File: src/core/dtb_pkg.sv
package dtb_pkg;

    // APB register byte offsets
    localparam logic [7:0] DTB_REG_CTRL    = 8'h00;
    localparam logic [7:0] DTB_REG_STATUS  = 8'h04;
    localparam logic [7:0] DTB_REG_MASK    = 8'h08;
    localparam logic [7:0] DTB_REG_BASE    = 8'h0c;
    localparam logic [7:0] DTB_REG_TIMEOUT = 8'h10;
    localparam logic [7:0] DTB_REG_RDATA   = 8'h14;
    localparam logic [7:0] DTB_REG_WDATA   = 8'h18;
    localparam logic [7:0] DTB_REG_ADDR    = 8'h1c;
    localparam logic [7:0] DTB_REG_AM      = 8'h20;
    localparam logic [7:0] DTB_REG_COUNT   = 8'h24;

    // CTRL field positions
    localparam int DTB_CTL_ENABLE   = 0;
    localparam int DTB_CTL_WIDTH_LO = 1;
    localparam int DTB_CTL_A16      = 3;
    localparam int DTB_CTL_A24      = 4;
    localparam int DTB_CTL_A32      = 5;
    localparam int DTB_CTL_USE_AS   = 6;
    localparam int DTB_CTL_BERR_DRV = 7;
    localparam int DTB_CTL_TMR_EN   = 8;
    localparam int DTB_CTL_TMR_COND = 9;
    localparam int DTB_CTL_BITS     = 10;

    // STATUS / MASK bit positions
    localparam int DTB_ST_CLAIM    = 0;
    localparam int DTB_ST_WRITE    = 1;
    localparam int DTB_ST_TIMEOUT  = 2;
    localparam int DTB_ST_MONITOR  = 3;
    localparam int DTB_ST_SLV_ERR  = 4;
    localparam int DTB_ST_BITS     = 5;

    // Reset values
    localparam logic [DTB_CTL_BITS-1:0] DTB_CTRL_RST    = 10'h000;
    localparam logic [31:0]             DTB_BASE_RST    = 32'h0000_0000;
    localparam logic [15:0]             DTB_TIMEOUT_RST = 16'h0040;

    // Timer tick: one microsecond of a 40 ns clock
    localparam int DTB_CLK_NS     = 40;
    localparam int DTB_TICK_NS    = 1000;
    localparam int DTB_CYC_PER_US = DTB_TICK_NS / DTB_CLK_NS;

    // Address-modifier codes per address width (defaults, adjustable)
    localparam logic [5:0] DTB_AM_A16_U = 6'h29;
    localparam logic [5:0] DTB_AM_A16_S = 6'h2d;
    localparam logic [5:0] DTB_AM_A24_U = 6'h39;
    localparam logic [5:0] DTB_AM_A24_S = 6'h3d;
    localparam logic [5:0] DTB_AM_A32_U = 6'h09;
    localparam logic [5:0] DTB_AM_A32_S = 6'h0d;

    typedef enum logic [1:0] {
        DTB_W_D08O,
        DTB_W_D08EO,
        DTB_W_D16,
        DTB_W_D32
    } dtb_width_e;

    typedef enum logic [1:0] {
        DTB_AW_NONE,
        DTB_AW_SHORT,
        DTB_AW_STD,
        DTB_AW_EXT
    } dtb_aw_e;

    typedef enum logic [1:0] {
        DTB_IDLE,
        DTB_PLACE,
        DTB_ACK,
        DTB_WAIT_REL
    } dtb_fsm_e;

    // Backplane inputs, all active-low lines as seen on the wire
    typedef struct packed {
        logic [31:1] addr;
        logic [5:0]  am;
        logic        as_n;
        logic        ds0_n;
        logic        ds1_n;
        logic        lword_n;
        logic        write_n;
        logic        iack_n;
        logic        dtack_n;
        logic        berr_n;
        logic [31:0] data;
    } dtb_pins_s;

    // Backplane drivers: output value per pin, enable per pin or per data byte lane
    typedef struct packed {
        logic [31:0] data_o;
        logic [3:0]  data_oe;
        logic        dtack_n_o;
        logic        dtack_oe;
        logic        berr_n_o;
        logic        berr_oe;
    } dtb_drv_s;

endpackage

File: src/core/dtb_slave_timer.sv
// Functional notes
// - Odd-byte-only mode samples and drives data lines 0 to 7 only.
// - Even-odd byte and 16-bit modes use data lines 0 to 15.
// - 32-bit mode samples and drives all thirty-two data lines.
// - Address may be captured on first data strobe instead of address strobe.
// - Short addresses compare address lines 1 to 15.
// - Standard addresses compare address lines 1 to 23.
// - Extended addresses compare address lines 1 to 31.
// - Location monitor watches the lines matching the address width.
// - Bus error driver is optional for refused quad requests; the timer drives bus error even when it is disabled.
// - All modifier lines decoded to tell the address widths apart.
// - Timer drives bus error when first data strobe stays low too long.
// - Unconditional timer fires regardless of acknowledge and error levels.
// - Conditional timer fires only if acknowledge and error are high.
// - Cycles with interrupt-acknowledge low are neither claimed nor monitored.
// - Acknowledge driven low after write data taken or read data placed.
`timescale 1ns/10ps
module dtb_slave_timer #(
    parameter int TICK_CYCLES = dtb_pkg::DTB_CYC_PER_US
) (
    input  wire logic               clk,
    input  wire logic               reset,
    input  wire logic               psel,
    input  wire logic               penable,
    input  wire logic               pwrite,
    input  wire logic [7:0]         paddr,
    input  wire logic [31:0]        pwdata,
    output logic [31:0]             prdata,
    output logic                    pready,
    output logic                    pslverr,
    output logic                    irq,
    input  wire dtb_pkg::dtb_pins_s pins_in,
    output dtb_pkg::dtb_drv_s       pins_out
);
    import dtb_pkg::*;

    if (TICK_CYCLES < 1 || TICK_CYCLES > 255) begin : g_chk
        $error("TICK_CYCLES must be 1 to 255");
    end

    // Register fields must fit one bus word
    if (DTB_CTL_BITS > 32 || DTB_ST_BITS > 32) begin : g_chk_bits
        $error("Register fields wider than the bus word");
    end

    // Shared codes across widths would make the decode ambiguous
    if (DTB_AM_A16_U == DTB_AM_A24_U || DTB_AM_A16_U == DTB_AM_A32_U ||
        DTB_AM_A24_U == DTB_AM_A32_U || DTB_AM_A16_S == DTB_AM_A24_S ||
        DTB_AM_A16_S == DTB_AM_A32_S ||
        DTB_AM_A24_S == DTB_AM_A32_S) begin : g_chk_am
        $error("Modifier codes of two widths coincide");
    end

    // Every named bit must lie inside its register
    if (DTB_CTL_TMR_COND >= DTB_CTL_BITS ||
        DTB_ST_SLV_ERR >= DTB_ST_BITS) begin : g_chk_pos
        $error("Field position outside its register");
    end

    typedef struct packed {
        dtb_pins_s                sync1;
        dtb_pins_s                sync2;
        logic                     as_prev;
        logic                     ds_prev;
        logic [31:1]              as_addr;
        logic [DTB_CTL_BITS-1:0]  ctrl;
        logic [DTB_ST_BITS-1:0]   status;
        logic [DTB_ST_BITS-1:0]   mask;
        logic [31:0]              base;
        logic [15:0]              timeout;
        logic [31:0]              rdata;
        logic [31:0]              wdata;
        logic [31:1]              addr;
        logic [5:0]               am;
        dtb_fsm_e                 fsm;
        logic [7:0]               tick;
        logic [15:0]              count;
        logic                     fired;
        logic                     slv_err;
        logic [31:0]              prdata;
        logic                     pready;
        logic                     pslverr;
        logic                     irq;
        dtb_drv_s                 drv;
    } dtb_state_s;

    dtb_state_s st;
    dtb_state_s next_st;

    // Modifier code to address width
    function automatic dtb_aw_e am_width(input logic [5:0] am);
        unique case (am)
            DTB_AM_A16_U, DTB_AM_A16_S: am_width = DTB_AW_SHORT;
            DTB_AM_A24_U, DTB_AM_A24_S: am_width = DTB_AW_STD;
            DTB_AM_A32_U, DTB_AM_A32_S: am_width = DTB_AW_EXT;
            default:                    am_width = DTB_AW_NONE;
        endcase
    endfunction

    // Address lines significant for a width
    function automatic logic [31:1] aw_mask(input dtb_aw_e aw);
        unique case (aw)
            DTB_AW_SHORT: aw_mask = {16'h0000, 15'h7fff};
            DTB_AW_STD:   aw_mask = {8'h00, 23'h7f_ffff};
            DTB_AW_EXT:   aw_mask = 31'h7fff_ffff;
            DTB_AW_NONE:  aw_mask = 31'h0000_0000;
        endcase
    endfunction

    // Width accepted only if software enabled it
    function automatic logic aw_enabled(input dtb_aw_e aw,
                                        input logic [DTB_CTL_BITS-1:0] c);
        unique case (aw)
            DTB_AW_SHORT: aw_enabled = c[DTB_CTL_A16];
            DTB_AW_STD:   aw_enabled = c[DTB_CTL_A24];
            DTB_AW_EXT:   aw_enabled = c[DTB_CTL_A32];
            DTB_AW_NONE:  aw_enabled = 1'b0;
        endcase
    endfunction

    // Byte lanes served by each data width
    function automatic logic [3:0] lanes(input dtb_width_e w);
        unique case (w)
            DTB_W_D08O:  lanes = 4'h1;
            DTB_W_D08EO: lanes = 4'h3;
            DTB_W_D16:   lanes = 4'h3;
            DTB_W_D32:   lanes = 4'hf;
        endcase
    endfunction

    // Expand lane enables into a bit mask
    function automatic logic [31:0] lane_mask(input logic [3:0] l);
        lane_mask = {{8{l[3]}}, {8{l[2]}}, {8{l[1]}}, {8{l[0]}}};
    endfunction

    logic        ds_low;
    logic        ds_fall;
    logic        as_fall;
    logic [31:1] cyc_addr;
    dtb_aw_e     cyc_aw;
    logic [31:1] cyc_mask;
    logic        win_hit;
    logic        claim;
    logic        quad_bad;
    dtb_width_e  width;
    logic [3:0]  ln;
    logic        apb_take;
    logic        apb_wr;
    logic [DTB_ST_BITS-1:0] ev;

    always_comb begin
        next_st = st;
        ev      = '0;
        width   = dtb_width_e'(st.ctrl[DTB_CTL_WIDTH_LO +: 2]);
        ln      = lanes(width);

        // Two-flop synchroniser; only the second stage is read
        next_st.sync1 = pins_in;
        next_st.sync2 = st.sync1;

        // Edge detectors idle at the released level of the pins
        ds_low  = !st.sync2.ds0_n || !st.sync2.ds1_n;
        ds_fall = ds_low && !st.ds_prev;
        as_fall = !st.sync2.as_n && st.as_prev;
        next_st.ds_prev = ds_low;
        next_st.as_prev = st.sync2.as_n;
        if (as_fall) begin
            next_st.as_addr = st.sync2.addr;
        end

        // address from strobe edge unless address strobe used
        cyc_addr = st.ctrl[DTB_CTL_USE_AS] ? st.as_addr : st.sync2.addr;
        cyc_aw   = am_width(st.sync2.am);
        cyc_mask = aw_mask(cyc_aw);
        win_hit  = cyc_aw != DTB_AW_NONE &&
                   ((cyc_addr ^ st.base[31:1]) & cyc_mask) == '0;
        // claim needs enabled width and window hit
        claim    = st.ctrl[DTB_CTL_ENABLE] && st.sync2.iack_n &&
                   aw_enabled(cyc_aw, st.ctrl) && win_hit;
        // Quad request to a narrow responder is refused
        quad_bad = !st.sync2.lword_n && width != DTB_W_D32;

        unique case (st.fsm)
            DTB_IDLE: begin
                if (ds_fall) begin
                    // Address and modifier kept for software
                    next_st.addr = cyc_addr;
                    next_st.am   = st.sync2.am;
                    if (win_hit && st.sync2.iack_n) begin
                        ev[DTB_ST_MONITOR] = 1'b1;
                    end
                    if (claim && quad_bad) begin
                        ev[DTB_ST_SLV_ERR] = 1'b1;
                        // error driven only when driver enabled
                        next_st.slv_err = st.ctrl[DTB_CTL_BERR_DRV];
                        next_st.fsm     = DTB_WAIT_REL;
                    end else if (claim) begin
                        ev[DTB_ST_CLAIM] = 1'b1;
                        if (!st.sync2.write_n) begin
                            ev[DTB_ST_WRITE] = 1'b1;
                            next_st.wdata = st.sync2.data & lane_mask(ln);
                        end else begin
                            next_st.drv.data_o  = st.rdata & lane_mask(ln);
                            next_st.drv.data_oe = ln;
                        end
                        next_st.fsm = DTB_PLACE;
                    end else begin
                        next_st.fsm = DTB_WAIT_REL;
                    end
                end
            end
            DTB_PLACE: begin
                // acknowledge after data settled one cycle
                next_st.drv.dtack_oe = 1'b1;
                next_st.fsm          = DTB_ACK;
            end
            // Hold drive until the master lets go of the strobe
            DTB_ACK, DTB_WAIT_REL: begin
                if (!ds_low) begin
                    next_st.drv.dtack_oe = 1'b0;
                    next_st.drv.data_oe  = 4'h0;
                    next_st.slv_err      = 1'b0;
                    next_st.fsm          = DTB_IDLE;
                end
            end
        endcase


        // count in ticks of local clock, clear on release
        if (!ds_low) begin
            next_st.tick  = '0;
            next_st.count = '0;
            next_st.fired = 1'b0;
        end else if (st.tick == 8'(TICK_CYCLES - 1)) begin
            next_st.tick = '0;
            // Saturate so a stuck strobe cannot wrap below timeout
            if (st.count != 16'hffff) begin
                next_st.count = st.count + 16'h0001;
            end
        end else begin
            next_st.tick = st.tick + 8'h01;
        end
        // Whole ticks only, so resolution is one tick
        // strobe low longer than timeout
        if (ds_low && st.ctrl[DTB_CTL_TMR_EN] && !st.fired &&
            st.count > st.timeout) begin
            // conditional variant checks both lines high
            if (!st.ctrl[DTB_CTL_TMR_COND] ||
                (st.sync2.dtack_n && st.sync2.berr_n)) begin
                next_st.fired       = 1'b1;
                ev[DTB_ST_TIMEOUT] = 1'b1;
            end
        end

        // Open-drain pins only ever pull low
        next_st.drv.berr_oe   = next_st.fired || next_st.slv_err;
        next_st.drv.dtack_n_o = 1'b0;
        next_st.drv.berr_n_o  = 1'b0;

        // APB: one wait state, write lands when pready is seen
        apb_take = psel && penable && !st.pready;
        apb_wr   = psel && penable && st.pready && pwrite;
        next_st.pready = apb_take;
        // Answer stands one cycle only, like pready
        next_st.pslverr = 1'b0;
        next_st.prdata  = 32'h0000_0000;
        if (apb_take) begin
            next_st.pslverr = 1'b0;
            unique case (paddr)
                DTB_REG_CTRL:    next_st.prdata = 32'(st.ctrl);
                DTB_REG_STATUS:  next_st.prdata = 32'(st.status);
                DTB_REG_MASK:    next_st.prdata = 32'(st.mask);
                DTB_REG_BASE:    next_st.prdata = st.base;
                DTB_REG_TIMEOUT: next_st.prdata = 32'(st.timeout);
                DTB_REG_RDATA:   next_st.prdata = st.rdata;
                DTB_REG_WDATA:   next_st.prdata = st.wdata;
                DTB_REG_ADDR:    next_st.prdata = {st.addr, 1'b0};
                DTB_REG_AM:      next_st.prdata = 32'(st.am);
                DTB_REG_COUNT:   next_st.prdata = 32'(st.count);
                default: begin
                    next_st.prdata  = 32'h0000_0000;
                    next_st.pslverr = 1'b1;
                end
            endcase
        end

        if (apb_wr) begin
            unique case (paddr)
                DTB_REG_CTRL:    next_st.ctrl    = pwdata[DTB_CTL_BITS-1:0];
                DTB_REG_MASK:    next_st.mask    = pwdata[DTB_ST_BITS-1:0];
                DTB_REG_BASE:    next_st.base    = pwdata;
                DTB_REG_TIMEOUT: next_st.timeout = pwdata[15:0];
                DTB_REG_RDATA:   next_st.rdata   = pwdata;
                default: begin
                end
            endcase
        end

        // Set wins over a same-cycle write-one clear
        next_st.status = st.status;
        if (apb_wr && paddr == DTB_REG_STATUS) begin
            next_st.status = st.status & ~pwdata[DTB_ST_BITS-1:0];
        end
        next_st.status = next_st.status | ev;
        next_st.irq    = |(next_st.status & next_st.mask);
    end

    always_ff @(posedge clk) begin
        if (reset) begin
            st         <= '0;
            // Synchronisers preload the released level
            st.sync1   <= '1;
            st.sync2   <= '1;
            st.as_prev <= 1'b1;
            st.ctrl    <= DTB_CTRL_RST;
            st.base    <= DTB_BASE_RST;
            st.timeout <= DTB_TIMEOUT_RST;
            st.fsm     <= DTB_IDLE;
        end else begin
            st <= next_st;
        end
    end

    assign prdata   = st.prdata;
    assign pready   = st.pready;
    assign pslverr  = st.pslverr;
    assign irq      = st.irq;
    assign pins_out = st.drv;

endmodule // dtb_slave_timer

File: config.mk
export PLATFORM = sky130hd
export DESIGN_NAME = dtb_slave_timer
export DESIGN_NICKNAME = d
export VERILOG_FILES = /design/src/core/dtb_pkg.sv /design/src/core/dtb_slave_timer.sv
export SDC_FILE = /design/constraint.sdc
export NUM_CORES = 1
export LEC_CHECK = 0
export BUFFER_PORTS_ARGS = -buffer_cell sky130_fd_sc_hd__clkbuf_2
export CORE_MARGIN = 2
export CORE_UTILIZATION = 63
export CTS_CLUSTER_DIAMETER = 200
export DETAILED_ROUTE_END_ITERATION = 6
export GPL_ROUTABILITY_DRIVEN = 0
export PLACE_DENSITY = 0.93
export SKIP_CTS_REPAIR_TIMING = 1
export SLEW_MARGIN = 20
export SYNTH_ARGS = -nofsm -noshare
export SYNTH_HDL_FRONTEND = slang
export SYNTH_SLANG_ARGS = --single-unit
File: constraint.sdc
create_clock -name clk -period 4.78 [get_ports clk]
set_input_delay 0.956 -clock clk [delete_from_list [all_inputs] [get_ports clk]]
set_output_delay 0.956 -clock clk [all_outputs]
set_load 0.05 [all_outputs]
==> metrics.md, run 1 <==
| Metric | Value |
|---|---|
| Crit path time final | between 3 and 4 ns |
| CP Launch Type | register |
| Die Span Y | around 170 µm |
| Final hold violation count | 0 |
| CTS sink cnt | between 400 and 500 |
| Combinational power share | 0.042 |
| Hold path depth | 1 |
| Ys async rst share | 0 |
| Largest stage delay, worst path | roughly 0.94 ns |
| Fmax | about 260 MHz |
| Overall routed net length | 46.61 mm |
| DRC violations left | 51 |
| Number of H-tree levels | 2 |
| PortBufs | around 190 |
| Slowest cell on the critical path | dfxtp_2 |
| Clk network pwr share | 0.443 |
| Critical Path RT | roughly 5.2 ns |
| DR vias | 14,350 |
| CTS tree | done |
| Power per cell area | roughly 390 nW/µm² |
| Final-stage net count | approximately 2,100 |
| Drt initial violations | approximately 2,200 |
| Failing checks | DRC |
| Cells along the critical path | mux2i_1 > xnor2_1 > nor4_2 > nand4_1 > a311oi_2 > buf_4 > nand3_4 > mux2i_1 |
| Most common cell after layout, fill and taps aside | dfxtp_1 |
| Std cell rows | 60 |
| RSZ-0062 raised after global routing | false |
| Max Root-Sink Buffers | 3 |
| Global-route wire length before repair | 71.84 mm |
| Max Cap Violations | 0 |
| Vias in the first global route | around 14,000 |
| R2r worst-path depth | 8 |
| Initial antenna violation count | 0 |
| Drt via density | approximately 6 |
| Largest net degree at the start of global routing | 140 |
| TNS Setup | 0 ns |
| Post-synthesis area per instance | a little over 9 µm² |
| Final WS setup | 0.9582 ns |
| CORE AREA | approximately 27,000 µm² |
| Antenna fix cells | 0 |
| CP endpoint kind | register |
| TritonRoute pass-1 iters | 7 |
| Seq pwr share | 0.515 |
| #FFs+latches synth | around 460 |
| Netlist cell types | 57 |
| Final setup viols | 0 |
| DR WL/cell | just under 20 µm |
| CP max FO | 32 |
| Clk Latency, worst-skew pair | ~0.55 ns |
| Status | complete, but fails checks |
| IO Pins | 197 |
| Worst relative slew slack | 0.2622 |
| Design area | 19,520 µm² |
| Root buf cell | clkbuf_16 |
| Design Power | 7.703 mW |
| Starting density of the core | 0.6449 |
| Die Wd | approximately 170 µm |
| All-layer global routing usage | 0.3145 |
| Int Pwr | 6.028 mW |
| Post-Synthesis Cell Area | ~17,000 µm² |
| Worst path most repeated cell | mux2i_1 |
| Syn Inst Count | 1,912 |
| Final period util | 0.7995 |
| Peak supply drop | roughly 0.00025 V |
| CTS buffer count | 43 |
| Cell taking the most area after synthesis | dfxtp_1 |
| Global route overflow | 0 |
| Pre-CTS setup slack | roughly 1.1 ns |
| Switching pwr | 1.675 mW |
| Post-synth EDFFs | 0 |
| Commonest non-fill, non-tap cells in the layout | dfxtp_1, nand2_1, clkbuf_2, a21oi_1, or2_2 |
| Layout cell share with drive strength beyond 1 | 0.2299 |
| Dominant synthesized flop cell | dfxtp_1 |
| Ranking of synthesized cells by area | dfxtp_1, nand2_1, or2_2, mux2i_1, a21oi_1 |
| Area delta synth->final | 11.71% |
| Kind of critical path | reg2reg |
| Arr. time, crit path | around 4.3 ns |
| Hold slack | roughly 0.41 ns |
| Switching part of the total power | 0.2175 |
| Top cell type's share of synthesized area | 0.5223 |
| ANT nets after route | 0 |
| Cell area after placement | roughly 18,000 µm² |
| Worst-path clk slew | 0.06 ns |
| Die area | slightly below 30,000 µm² |
| Worst slew pin tran | approximately 1.1 ns |
| Max Slew Vio Count | 0 |
| Leakage | around 7.6 nW |
| Worst Clk Skew | 0.01764 ns |
| HPWL after DPL | 30.93 mm |
| Type of the most critical hold path | reg2reg |
| Sequential cell area fraction in the yosys report | 0.5223 |
| Yosys warning count | 0 |
[synthesized netlist by cell type (all sizes together) (12+ instances only)]
cell type and number:
nand2 404, xor2 14, inv 26, xnor2 36, nand4 14, dfxtp 456
buf 85, or2 157, a22oi 67, ha 19, a31oi 17, nor2 80
mux2i 98, nor4 12, nor3 13, nand3 34, a21oi 161, a211oi 32
clkbuf 102
[final timing paths]
| kind | startpoint | end | slack [ns] |
|---|---|---|---|
| setup / recovery | st[268] | pins_out[30] | 0.96 |
| hold / removal | next_st[319] | st[319] | 0.41 |
| setup reg to reg | st[268] | pins_out[30] | 0.96 |
| hold reg to reg | next_st[319] | st[319] | 0.41 |
[registers in the layout (all words and copies together), names as in the netlist]
name,cells
pready,1
prdata,32
pins_out,37
irq,1
pslverr,1
next_st,78
st,306
[power by group through the flow]
stage	logic [mW]	registers, mW	clock network, mW
finish	0.324	3.97	3.41
CTS	0.318	3.96	3.43
global route	0.353	3.97	3.59
global placement	0.301	4.04	0
detailed placement	0.311	4.04	0
floorplan	0.203	4.02	0
[through the flow]
| step | instances | util |
|---|---|---|
| floorplan | 1913 | - |
| global placement | 2314 | 0.6675 |
| detailed placement | 2314 | 0.6675 |
| CTS | 2390 | 0.7202 |
| global route | 2390 | 0.7204 |
| finish | 2390 | 0.7204 |
[final cells by class]
class | count | area, µm²
Inverter | 26 | 97.59
Timing Repair Buffer | 216 | 1145
Sequential cell | 456 | 9130
Multi-Input combinational cell | 1244 | 7258
Clock inverter | 15 | 172.7
Tap cell | 372 | 465.4
Fill cell | 1771 | 7577
Clock buffer | 61 | 1255
[cell families (layout without fill, tap and decap cells)]
logic type	after synthesis	after routing	share of synthesized area
simple gates	744	744	0.1966
flops	456	456	0.5223
compound gates	327	327	0.1188
buf+inv	213	318	0.06443
mux	102	102	0.05892
xor+xnor	50	50	0.02506
fa+ha+maj	19	19	0.01360
other cells	1	2	0.0002146
[layer usage]
| metal | global-route usage | share of wire |
|---|---|---|
| met5 | 0.01217 | 0.0010 |
| met4 | 0.1587 | 0.061 |
| met3 | 0.09669 | 0.14 |
| met2 | 0.4512 | 0.41 |
| met1 | 0.4279 | 0.39 |
[critical path: cells and delay by family, from the launching register on]
kind	cells	cell delay, ns
AND/OR/NAND/NOR	3	1.11
XOR/XNOR	1	0.14
buffers and inverters	1	0.25
flip-flops	1	0.94
AO/OA/AOI/OAI	1	0.38
multiplexers	2	0.86
(Power assumes the default switching activity.)
==> run 2, diff against run 1 <==
--- a/config.mk
+++ b/config.mk
@@ -7,11 +7,11 @@
 export LEC_CHECK = 0
 export BUFFER_PORTS_ARGS = -buffer_cell sky130_fd_sc_hd__clkbuf_2
 export CORE_MARGIN = 2
-export CORE_UTILIZATION = 63
+export CORE_UTILIZATION = 58
 export CTS_CLUSTER_DIAMETER = 200
 export DETAILED_ROUTE_END_ITERATION = 6
 export GPL_ROUTABILITY_DRIVEN = 0
-export PLACE_DENSITY = 0.93
+export PLACE_DENSITY = 0.87
 export SKIP_CTS_REPAIR_TIMING = 1
 export SLEW_MARGIN = 20
 export SYNTH_ARGS = -nofsm -noshare
==> constraint.sdc (replaced) <==
create_clock -name clk -period 3.9 [get_ports clk]
set_input_delay 0.78 -clock clk [delete_from_list [all_inputs] [get_ports clk]]
set_output_delay 0.78 -clock clk [all_outputs]
set_load 0.05 [all_outputs]
==> metrics.md, run 2 (same netlist as run 1, synthesis figures left out) <==
| Metric | Value |
|---|---|
| Status | complete, but fails checks (unchanged) |
| Failing checks | DRC (unchanged) |
| Cells along the critical path | buf_4 > mux2i_1 > xnor2_1 > nor4_2 > nand4_1 > a311oi_2 > buf_4 > nand3_4 > mux2i_1 (was mux2i_1 > xnor2_1 > nor4_2 > nand4_1 > a311oi_2 > buf_4 > nand3_4 > mux2i_1) |
| Met2 Resource Use GR | 0.4031 (was 0.4512) |
| Most common cell after layout, fill and taps aside | dfxtp_1 (unchanged) |
| CP endpoint kind | register (unchanged) |
| Global-route wire length before repair | 69.55 mm (was 71.84 mm) |
| CP max FO | 32 (unchanged) |
| Max Cap Violations | 0 (unchanged) |
| Largest register FFs | 306 (unchanged) |
| Critical Path RT | 4.36 ns (was 5.24 ns) |
| Die Wd | 177.6 µm (was 170.6 µm) |
| Peak supply drop | 0.0002798 V (was 0.0002482 V) |
| PortBufs | 194 (unchanged) |
| Max Slew Vio Count | 0 (unchanged) |
| Initial antenna violation count | 0 (unchanged) |
| Area delta synth->final | 12.49% (was 11.71%) |
| Final period util | 0.7979 (was 0.7995) |
| Top reg by flops | st (unchanged) |
| Final setup viols | 0 (unchanged) |
| Number of H-tree levels | 2 (unchanged) |
| Pre-CTS setup slack | 0.7227 ns (was 1.112 ns) |
| Die Span Y | 177.6 µm (was 170.6 µm) |
| ANT nets after route | 0 (unchanged) |
| GRT busiest layer | met2 (unchanged) |
| IO Pins | 197 (unchanged) |
| Starting density of the core | 0.5897 (was 0.6449) |
| Worst R2R Start | st[268] (unchanged) |
| Final-stage net count | 2,133 (was 2,128) |
| Antenna fix cells | 0 (unchanged) |
| Final WS setup | 0.7881 ns (was 0.9582 ns) |
| DRC violations left | 4 (was 51) |
| DR vias | 14,060 (was 14,350) |
| Hold EP | st[309] (was st[319]) |
| Internal reg-to-reg setup slack | 0.79 ns (was 0.96 ns) |
| Commonest non-fill, non-tap cells in the layout | dfxtp_1, nand2_1, clkbuf_2, a21oi_1, or2_2 (unchanged) |
| TNS Setup | 0 ns (unchanged) |
| Vias in the first global route | 12,960 (was 13,530) |
| Placed insts | 2,336 (was 2,314) |
| Worst-path clk slew | 0.07 ns (was 0.06 ns) |
| Std cell rows | 63 (was 60) |
| CP Launch Type | register (unchanged) |
| CTS sink cnt | 456 (unchanged) |
| Final hold violation count | 0 (unchanged) |
| Max Root-Sink Buffers | 3 (unchanged) |
| Power per cell area | 490.3 nW/µm² (was 394.5 nW/µm²) |
| Root buf cell | clkbuf_16 (unchanged) |
| Drt via density | 5.828 (was 6.005) |
| Largest net degree at the start of global routing | 143 (was 140) |
| R2r worst-path depth | 9 (was 8) |
| Hold slack | 0.3991 ns (was 0.4065 ns) |
| Worst slew pin tran | 0.9875 ns (was 1.107 ns) |
| Kind of critical path | reg2reg (unchanged) |
| Layout cell share with drive strength beyond 1 | 0.2323 (was 0.2299) |
| Drt initial violations | 1,856 (was 2,241) |
| Final Non-Filler Cells | 2,413 (was 2,390) |
| Arr. time, crit path | 3.57 ns (was 4.28 ns) |
| Clk Latency, worst-skew pair | 0.55 ns (about the same) |
| CTS tree | done (unchanged) |
| Largest stage delay, worst path | 0.49 ns (was 0.94 ns) |
| CTS buffer count | 44 (was 43) |
| DR WL/cell | 18.75 µm (was 19.50 µm) |
| Global route overflow | 0 (unchanged) |
| Hold path depth | 1 (unchanged) |
| Fmax | 321.3 MHz (was 261.7 MHz) |
| Worst relative slew slack | 0.3417 (was 0.2622) |
| All-layer global routing usage | 0.2797 (was 0.3145) |
| CORE AREA | 29,640 µm² (was 27,100 µm²) |
| Overall routed net length | 45.24 mm (was 46.61 mm) |
| RSZ-0062 raised after global routing | false (unchanged) |
| Terminus of the critical flop-to-flop path | pins_out[9] (was pins_out[30]) |
| HP Start | next_st[309] (was next_st[319]) |
| Leakage | 7.641 nW (was 7.577 nW) |
| Worst Clk Skew | 0.02581 ns (was 0.01764 ns) |
| Grt met3 use | 0.07198 (was 0.09669) |
| TritonRoute pass-1 iters | 7 (unchanged) |
| Slowest cell on the critical path | nand3_4 (was dfxtp_2) |
| GR met1 Demand/Resource | 0.3937 (was 0.4279) |
| Crit path time final | 3.112 ns (was 3.822 ns) |
| HPWL after DPL | 31.67 mm (was 30.93 mm) |
| Type of the most critical hold path | reg2reg (unchanged) |
| Die area | 31,540 µm² (was 29,090 µm²) |
-- run 2: changes by cell type in the layout (fill, tap and decap cells not counted) --
cell / before / now
buf_4: 22 / 26
bufinv_16: 3 / 5
clkbuf_8: 10 / 12
clkinv_2: 7 / 5
clkinvlp_4: 3 / 1
clkbuf_16: 44 / 45
clkinv_8: 1 / 0
inv_6: 1 / 2
nand2b_1: 5 / 4
nand2b_2: 0 / 1
-- run 2: stage by stage --
step / area, µm² / utilization / power [mW]
floorplan: 17480 / - / 5.175
global placement: 18140 / 0.6122 / 5.323
detailed placement: 18140 / 0.6122 / 5.336
CTS: 19650 / 0.6630 / 9.651
global route: 19660 / 0.6633 / 9.908
finish: 19660 / 0.6633 / 9.640
-- run 2: worst max-delay path by stage --
stage                     startpoint            to
after global routing         st[268]  pins_out[32]
after detailed placement    paddr[3]           irq
after CTS                    st[268]   pins_out[9]
final                        st[268]   pins_out[9]
after global placement      paddr[3]           irq
after floorplan             paddr[3]    prdata[24]
-- run 2: cell type report --
cell class / count / area, µm²
Timing Repair Buffer: 220 / 1175
Clock buffer: 64 / 1308
Multi-Input combinational cell: 1244 / 7261
Sequential cell: 456 / 9130
Fill cell: 2280 / 9980
Inverter: 26 / 97.59
Clock inverter: 13 / 200.2
Tap cell: 390 / 488.0
-- run 2: power by group --
group / internal [mW] / switching (mW)
Clock: 2.65 / 1.74
Sequential: 4.79 / 0.0750
Combinational: 0.156 / 0.229
-- run 2: critical path: cells and delay by family, from the launching register on --
family                    cells  cell delay [ns]
and+or+nand+nor               3             1.04
xor gates and xnor gates      1             0.14
DFF                           1             0.33
AOI/OAI and AO/OA             1             0.30
buffers and inverters         2             0.50
muxes                         2             0.68
-- run 2: layer usage --
layer  part of all wire  up-vias
met5                  0        -
met4              0.047        0
met1               0.41     6428
met3               0.13      187
met2               0.41      927
li1                   -     6520
